## config.mk

```make
export PLATFORM = sky130hd
export DESIGN_NAME = skip_call_exec
export DESIGN_NICKNAME = d
export VERILOG_FILES = /design/src/skip_call_pkg.sv /design/src/ret_stack.sv /design/src/skip_call_exec.sv
export SDC_FILE = /design/constraint.sdc
export NUM_CORES = 1
export LEC_CHECK = 0
export BUFFER_PORTS_ARGS = -buffer_cell sky130_fd_sc_hd__buf_2
export CAP_MARGIN = 20
export CORE_ASPECT_RATIO = 1.75
export CORE_UTILIZATION = 50
export DETAILED_ROUTE_END_ITERATION = 8
export PLACE_DENSITY = 0.8
export SYNTH_ARGS = -nofsm -noshare
export SYNTH_HDL_FRONTEND = slang
export SYNTH_SLANG_ARGS = --single-unit
```

## constraint.sdc

```tcl
create_clock -name clk -period 2.6 [get_ports clk]
set_clock_uncertainty 0.15 [all_clocks]
set_input_delay 0.26 -clock clk [delete_from_list [all_inputs] [get_ports clk]]
set_output_delay 0.26 -clock clk [all_outputs]
set_load 0.005 [all_outputs]
```

## src/skip_call_pkg.sv

```systemverilog
// Purpose: Shared constants for the bit-test-skip and call execute block.
// Assumes: 12-bit instruction words, 11-bit program counter, 8-bit data.
// Notes:   Opcode fields are taken from the top four bits of the word.
`default_nettype none

package skip_call_pkg;
    localparam int          INSN_W       = 12;
    localparam int          PC_W         = 11;
    localparam int          DATA_W       = 8;
    localparam int          FADDR_W      = 5;
    localparam int          BSEL_W       = 3;
    localparam int          OPC_HI       = 11;
    localparam int          OPC_LO       = 8;
    localparam int          BSEL_HI      = 7;
    localparam int          BSEL_LO      = 5;
    localparam int          FADDR_HI     = 4;
    localparam int          FADDR_LO     = 0;
    localparam int          IMM_HI       = 7;
    localparam int          IMM_LO       = 0;
    localparam int          PAGE_HI      = 6;
    localparam int          PAGE_LO      = 5;
    localparam int          PC_ZERO_BIT  = 8;
    localparam logic [3:0]  OPC_SKIP_SET = 4'h7;
    localparam logic [3:0]  OPC_CALL     = 4'h9;
    localparam logic [11:0] INSN_NOP     = 12'h000;
    localparam logic [10:0] PC_RESET     = 11'h7ff;
    localparam logic [10:0] PC_ONE       = 11'h001;
    localparam logic        PC_BIT8_CALL = 1'b0;
endpackage

`default_nettype wire

```

## src/ret_stack.sv

```systemverilog
// Purpose: Return address stack, top entry read out of a register.
// Assumes: Single clock, push only driven by the call path.
// Notes:   Depth is two; a push moves the top entry down one level.
`default_nettype none

module ret_stack
    import skip_call_pkg::*;
(
    input  wire logic            clk,
    input  wire logic            nrst,
    input  wire logic            ce,
    input  wire logic            push,
    input  wire logic [PC_W-1:0] push_data,
    output var  logic [PC_W-1:0] top
);
    logic [PC_W-1:0] top_r;
    logic [PC_W-1:0] top_nxt;
    logic [PC_W-1:0] low_r;
    logic [PC_W-1:0] low_nxt;

    always_comb begin
        top_nxt = top_r;
        low_nxt = low_r;
        if (push) begin
            top_nxt = push_data;
            low_nxt = top_r;
        end
    end

    always_ff @(posedge clk or negedge nrst) begin
        if (!nrst) begin
            top_r <= '0;
            low_r <= '0;
        end else if (ce) begin
            top_r <= top_nxt;
            low_r <= low_nxt;
        end
    end

    assign top = top_r;
endmodule

`default_nettype wire

```

## src/skip_call_exec.sv

```systemverilog
// Purpose: Executes bit_test_skip_if_set and subroutine call for a 12-bit core.
// Assumes: One instruction cycle per enabled clock; fetch word arrives with the cycle.
// Notes:   Other opcodes pass through as ordinary single-cycle instructions.
//          All state, the flush cycle included, freezes while ce is low.
//          The return stack is pushed on the edge that loads the call target.
`default_nettype none

// Functional notes
// - Opcode 0111 tests bit b of register f.
// - Set bit skips next instruction, else continue.
// - Skip discards prefetched word, runs no-op.
// - Skip test takes one or two cycles.
// - Opcode 1001 is call with 8-bit target.
// - Call pushes program counter plus one.
// - Call loads immediate into low counter bits.
// - Call loads counter bits 10:9 from page bits.
// - Call clears program counter bit 8.
// - Call always takes two cycles, flushing prefetch.
module skip_call_exec
    import skip_call_pkg::*;
(
    input  wire logic              clk,
    input  wire logic              nrst,
    input  wire logic              ce,
    input  wire logic [INSN_W-1:0] fetch_word,
    input  wire logic [DATA_W-1:0] reg_rdata,
    input  wire logic [DATA_W-1:0] status_in,
    output logic [FADDR_W-1:0]     reg_addr,
    output logic [PC_W-1:0]        pc,
    output logic [INSN_W-1:0]      exec_word,
    output logic                   flush,
    output logic                   status_we,
    output logic [PC_W-1:0]        stack_top
);
    typedef enum logic [1:0] {
        ST_RUN   = 2'b00,
        ST_FLUSH = 2'b01
    } exec_state_e;

    exec_state_e           state_r;
    exec_state_e           state_nxt;
    logic [PC_W-1:0]       pc_r;
    logic [PC_W-1:0]       pc_nxt;
    logic [INSN_W-1:0]     exec_r;
    logic [INSN_W-1:0]     exec_nxt;
    logic                  flush_r;
    logic                  flush_nxt;
    logic [FADDR_W-1:0]    raddr_r;
    logic [FADDR_W-1:0]    raddr_nxt;
    logic                  push;
    logic [PC_W-1:0]       push_data;
    logic                  is_skip;
    logic                  is_call;
    logic                  bit_set;

    function automatic logic [3:0] opcode(input logic [INSN_W-1:0] w);
        return w[OPC_HI:OPC_LO];
    endfunction

    // Decode only while running, so the no-op in a flush cycle is never
    // taken for a second skip or call.
    // skip decode.
    assign is_skip = (state_r == ST_RUN) && (opcode(exec_r) == OPC_SKIP_SET);
    assign is_call = (state_r == ST_RUN) && (opcode(exec_r) == OPC_CALL);
    assign bit_set = reg_rdata[exec_r[BSEL_HI:BSEL_LO]];
    assign push      = ce && is_call;
    assign push_data = pc_r + PC_ONE;

    // One pass decides the next instruction cycle. A taken skip or a call
    // replaces the prefetched word with a no-op, so the word that would have
    // run in the second cycle never reaches exec_word.
    always_comb begin
        state_nxt = ST_RUN;
        pc_nxt    = pc_r + PC_ONE;
        exec_nxt  = fetch_word;
        flush_nxt = 1'b0;
        raddr_nxt = fetch_word[FADDR_HI:FADDR_LO];
        unique case (state_r)
            ST_RUN: begin
                if (is_call) begin
                    pc_nxt    = {status_in[PAGE_HI:PAGE_LO], PC_BIT8_CALL, exec_r[IMM_HI:IMM_LO]};
                    exec_nxt  = INSN_NOP;
                    flush_nxt = 1'b1;
                    state_nxt = ST_FLUSH;
                end else if (is_skip && bit_set) begin
                    exec_nxt  = INSN_NOP;
                    flush_nxt = 1'b1;
                    state_nxt = ST_FLUSH;
                end
            end
            ST_FLUSH: begin
                state_nxt = ST_RUN;
            end
            default: begin
                state_nxt = ST_RUN;
            end
        endcase
    end

    always_ff @(posedge clk or negedge nrst) begin
        if (!nrst) begin
            state_r <= ST_RUN;
            pc_r    <= PC_RESET;
            exec_r  <= INSN_NOP;
            flush_r <= 1'b0;
            raddr_r <= '0;
        end else if (ce) begin
            state_r <= state_nxt;
            pc_r    <= pc_nxt;
            exec_r  <= exec_nxt;
            flush_r <= flush_nxt;
            raddr_r <= raddr_nxt;
        end
    end

    ret_stack u_stack (
        .clk       (clk),
        .nrst      (nrst),
        .ce        (ce),
        .push      (push),
        .push_data (push_data),
        .top       (stack_top)
    );

    // The register address is captured together with its word, so reg_rdata
    // is already valid in the cycle in which that word executes. Sampling it
    // one cycle later would test the bit of the following instruction.
    assign reg_addr  = raddr_r;
    assign pc        = pc_r;
    assign exec_word = exec_r;
    assign flush     = flush_r;
    // This block owns no flags; the strobe stays low so the flag logic
    // elsewhere never sees a write from these two instructions.
    // no status writes.
    assign status_we = 1'b0;
endmodule

`default_nettype wire

```

== Word-level counts from Yosys, hierarchy flattened ==
Cells that the tools add are included.

* Bits in registers: 42
* Bits of input ports: 31
* Output and inout port bits: 41
* Logic and storage cells: 29

* $add $sub $neg: 1
* Magnitude comparators: 1
* Eq/ne operators: 2
* Muxes and demuxes: 13
* Reductions and logical operators: 6

{| class="wikitable"
|+ Operators by type and width
! operator !! count
|-
| $mux 12 || 3
|-
| $mux 11 || 2
|-
| $add 11x1->11 const B || 1
|-
| $mux 1 || 6
|-
| $eq 4x3->1 const B || 1
|-
| $eq 4x4->1 const B || 1
|-
| $logic_and 1x1->1 || 4
|-
| $lt 3x4->1 const B || 1
|-
| $bmux 1 s3 || 1
|-
| $logic_not 2->1 || 1
|-
| $mux 2 || 1
|-
| $reduce_and 2->1 || 1
|}

== Depth between registers and ports, before layout ==
* Word-level depth: 6
* Depth in mapped cells: 6
* Gate-level depth less buffers: 5

== By module ==
A second synthesis with hierarchy kept.

* Cell total of the unflattened synthesis: 183
* Area total of the unflattened synthesis: 2,110.8 um^2

{| class="wikitable"
|+ Modules (own cells, without submodules)
! module !! instances !! cells each !! area each (um^2) !! sequential area each (um^2)
|-
| skip_call_exec || 1 || 159 || 1,656.6 || 739.5
|-
| ret_stack || 1 || 24 || 454.2 || 275.3
|}

== Least setup slack after synthesis ==
Ideal clock, no wire load.

* Path kind: reg-to-reg
* From: register pc_r[0] (netlist: pc[0])
* To: register pc_r[6] (netlist: pc[6])
* Library setup time: 0.083 ns
* Data arrival time: 1.648 ns
* Required time: 2.367 ns
* Setup slack: 0.719 ns
* Cell stages (with the launch flop): 6
* Buffers on the path: 0
* Clock period less this slack: 1.881 ns
* Cells stage by stage: dfstp_2 ha_1 nand3_1 or2_1 a21o_1 a221o_1

* Longest elaborated chain between the ends: 3

{| class="wikitable"
|+ RTL lines
! item !! line !! text
|-
| from (decl) || skip_call_exec.sv:42 || <nowiki>logic [PC_W-1:0] pc_r;</nowiki>
|-
| from (signal assigned) || skip_call_exec.sv:109 || <nowiki>pc_r <= pc_nxt;</nowiki>
|-
| $add 11x1->11 * || skip_call_exec.sv:74 || <nowiki>pc_nxt = pc_r + PC_ONE;</nowiki>
|-
| $mux 11 || skip_call_exec.sv:80 || <nowiki>if (is_call) begin</nowiki>
|-
| $mux 11 * || skip_call_exec.sv:78 || <nowiki>unique case (state_r)</nowiki>
|}

Mark *: on every way between the ends. The rest lies on a longest branch, timed or not.
A chain may end at the register's enable or synchronous reset.

== Worst setup path after layout ==
* From: register exec_r[7] (netlist: exec_word[7])
* To: register exec_r[2] (netlist: exec_word[2])

* Longest elaborated chain between the ends: 6

{| class="wikitable"
|+ RTL lines
! item !! line !! text
|-
| from (decl) || skip_call_exec.sv:44 || <nowiki>logic [INSN_W-1:0] exec_r;</nowiki>
|-
| from (signal assigned) || skip_call_exec.sv:110 || <nowiki>exec_r <= exec_nxt;</nowiki>
|-
| $bmux 1 s3 || skip_call_exec.sv:65 || <nowiki>assign bit_set = reg_rdata[exec_r[BSEL_HI:BSEL_LO]];</nowiki>
|-
| $mux 1 (implied by the code) || skip_call_exec.sv:65 ||
|-
| $logic_and 1x1->1 || skip_call_exec.sv:85 || <nowiki>end else if (is_skip && bit_set) begin</nowiki>
|-
| $mux 12 || skip_call_exec.sv:85 ||
|-
| $mux 12 || skip_call_exec.sv:80 ||
|-
| $mux 12 || skip_call_exec.sv:78 ||
|}

Every way passes these cells. The select of a mux whose other input is x is not followed.

==> impl_metrics.csv <==
group,metric,value,unit
critical_path,crit_required,2.62,ns
sta,period_share,81.0,%
routing,vias,1703,
sta,setup_viol,0,
routing,drc,0,
die,rows,30,
die,start_util,53.0,%
grt,grt_pass1_vias,1625,
clock_tree,cts.clk_slew.worst_paths,0.07,ns
sta,relSlewSlack,41.2,%
logic_synthesis,ys_warn_count,0,
sta,hold_violations,0,
die,dieArea,4450,um2
finish,postLayoutCellArea,2520,um2
logic_synthesis,synth_top_area_share,34.7,%
clock_tree,cts.path.max_buffers,2,
critical_path,slowest_delay,0.54,ns
logic_synthesis,ys_types,50,
critical_path,path_class,"reg2reg",
pwr,ir_drop,0.000561,V
clock_tree,cts_root_buffer,"clkbuf_8",
logic_synthesis,postSynthCellCount,198,
routing,routed_wl,4500,um
clock_tree,ctsHoldBuffers,1,
finish,area_growth,20.3,%
logic_synthesis,synth_enable_flop_cells,0,
logic_synthesis,yosys.area.top_type,"dfrtp_1",
pwr,power.leakage,1.19,nW
clock_tree,clock-sinks,40,
clock_tree,cts_resized,0,
logic_synthesis,synth_nets,230,
logic_synthesis,netlist_area,2090,um2
sta,worst_pin_slew,0.883,ns
critical_path,cp-end-kind,"flop",
logic_synthesis,ys.flop_type,"dfrtp_1",
routing,ant_nets,0,
routing,dr.pass1.iters,4,
critical_path,crit_slowest_cell,"dfrtp_1",
finish,fillers,376,
die,core-area,3940,um2
critical_path,crit_chain,"mux2i_1, mux4_2, a22oi_2, buf_4, o22ai_2",
clock_tree,cts-buffers-inserted,5,
clock_tree,postCtsSetupBuffers,0,
grt,grt_max_degree,41,
placement,post_dp_cell_area,2420,um2
placement,hpwl,3320,um
logic_synthesis,ys_ff_latch,40,
clock_tree,h-tree-depth,2,
sta,finalSetupTns,0,ns
logic_synthesis,avgSynthCellArea,10.6,um2
routing,drt_iter0_markers,34,
sta,holdWs,0.0520,ns
die,ios,72,
job,maxCapViolCount,0,
grt,grt_overflow_total,0,
logic_synthesis,synthArstFlopShare,100,%
min_path,hold_path.class,"in2reg",
grt,grt.total_usage,21.7,%
placement,gp_congestion,0.848,
sta,timing.final.crit_period,2.11,ns
status,status,"completed",
grt,antenna_found_initial,0,
sta,grt_setup_unrepaired,"no",
clock_tree,clk_latency,0.29,ns
logic_synthesis,synth_commonest_cells,"29 x dfrtp_1, 19 x nand2_1, 18 x inv_1, 15 x o21ai_1, 11 x dfstp_2",
sta,drv_slew,0,
critical_path,cp-start-kind,"flop",
logic_synthesis,ys_top_cells_by_area,"dfrtp_1 35%, dfstp_2 14%, o2bb2ai_2 4.3%, o21ai_1 3.6%, nand2_1 3.4%",
placement,portBuffers,64,
logic_synthesis,yosysMostFrequentCell,"dfrtp_1",
sta,fmax,475,MHz
critical_path,path_max_fanout,9,
pwr,power.density,871,nW/um2
die,die_width,50.9,um
grt,grt_pass1_wl,7290,um
clock_tree,cts_tree,"built",
critical_path,critPathArrivalTime,2.13,ns
die,die_h,87.5,um
routing,wl_per_cell,14.4,um
finish,nets,295,
finish,diodes,0,
routing,viasPerCell,5.46,
logic_synthesis,yosysSeqAreaShare,48.5,%
finish,drive_gt1_share,41.3,%
cell usage in the layout, fill, tap and decap left out, types with 5 or more instances in the layout:
cell        n
mux2_2      5
o21ai_0     5
buf_2      64
a21oi_1     6
dfstp_2    11
o2bb2ai_2   6
inv_1      18
dfrtp_1    29
o21ai_1    15
nor3_1      7
nor2_1      5
nand2_1    19
clkbuf_8    5
mux2i_1     5
nand3_1     6
xnor2_1     6
through the flow:
stage               utilization [%]  instances  power, mW  setup slack (ns)
detailed placement             61.5        303       1.82             0.491
global route                   63.8        312       2.35             0.404
CTS                            63.8        312       2.22             0.482
global placement               61.5        303       1.78             0.519
finish                         63.8        312       2.19             0.493
floorplan                         -        198       1.50             0.719
layer usage:
metal / up-vias / routed length (um) / track usage, %
met2: 54 / 2400 / 39.6
met1: 814 / 1770 / 23.0
met5: - / 0 / 0
met3: 14 / 194 / 4.69
met4: 0 / 136 / 11.1
li1: 821 / - / -
final cells by class:
cell class / count / area, um2 / area share [%]
flip-flops and latches: 40 / 1010 / 40.3
multi-input cells: 127 / 911 / 36.2
repair buffers: 69 / 360 / 14.3
inverters: 20 / 88.8 / 3.53
clock buffers: 7 / 76.3 / 3.03
well taps: 48 / 60.1 / 2.39
clock inverters: 1 / 5.00 / 0.199
path summary, 6_finish.rpt:
kind,slack [ns],to,start,depth (start not counted)
min reg2reg,0.33,u_stack.top[8]$_DFFE_PN0P_,u_stack.top[8]$_DFFE_PN0P_,2
min,0.05,exec_word[8]$_DFFE_PN0P_,fetch_word[8],3
max reg2reg,0.49,exec_word[2]$_DFFE_PN0P_,exec_word[7]$_DFFE_PN0P_,5
max in group asynchronous,1.27,exec_word[7]$_DFFE_PN0P_,nrst,2
max,0.49,exec_word[2]$_DFFE_PN0P_,exec_word[7]$_DFFE_PN0P_,5
min in group asynchronous,0.48,exec_word[2]$_DFFE_PN0P_,nrst,2
report_power, final:
part           switching (mW)  total (mW)  internal (mW)
sequential              0.210        1.08          0.866
combinational           0.347       0.724          0.377
clock                   0.202       0.391          0.188
logic make-up after synthesis:
| family | Yosys count | synth area share (%) |
|---|---|---|
| and+or+nand+nor | 49 | 11.9 |
| xor gates and xnor gates | 9 | 3.77 |
| adders and majority gates | 1 | 0.598 |
| DFF | 40 | 48.5 |
| AOI/OAI and AO/OA | 55 | 20.5 |
| buffers and inverters | 31 | 7.90 |
| other | 1 | 0.179 |
| muxes | 12 | 6.70 |
sequential cells by signal, summed over array words and instances (netlist names):
name,count
exec_word,12
pc,11
u_stack.top,11
reg_addr,5
state_r,1
critical path: cells and delay by family, from the launching register on:
kind,cells,cell delay [ns]
buffers and inverters,1,0.26
flip-flops,1,0.54
AO/OA/AOI/OAI,2,0.40
multiplexers,2,0.64
Note: power is estimated with default switching activity, not from simulation.
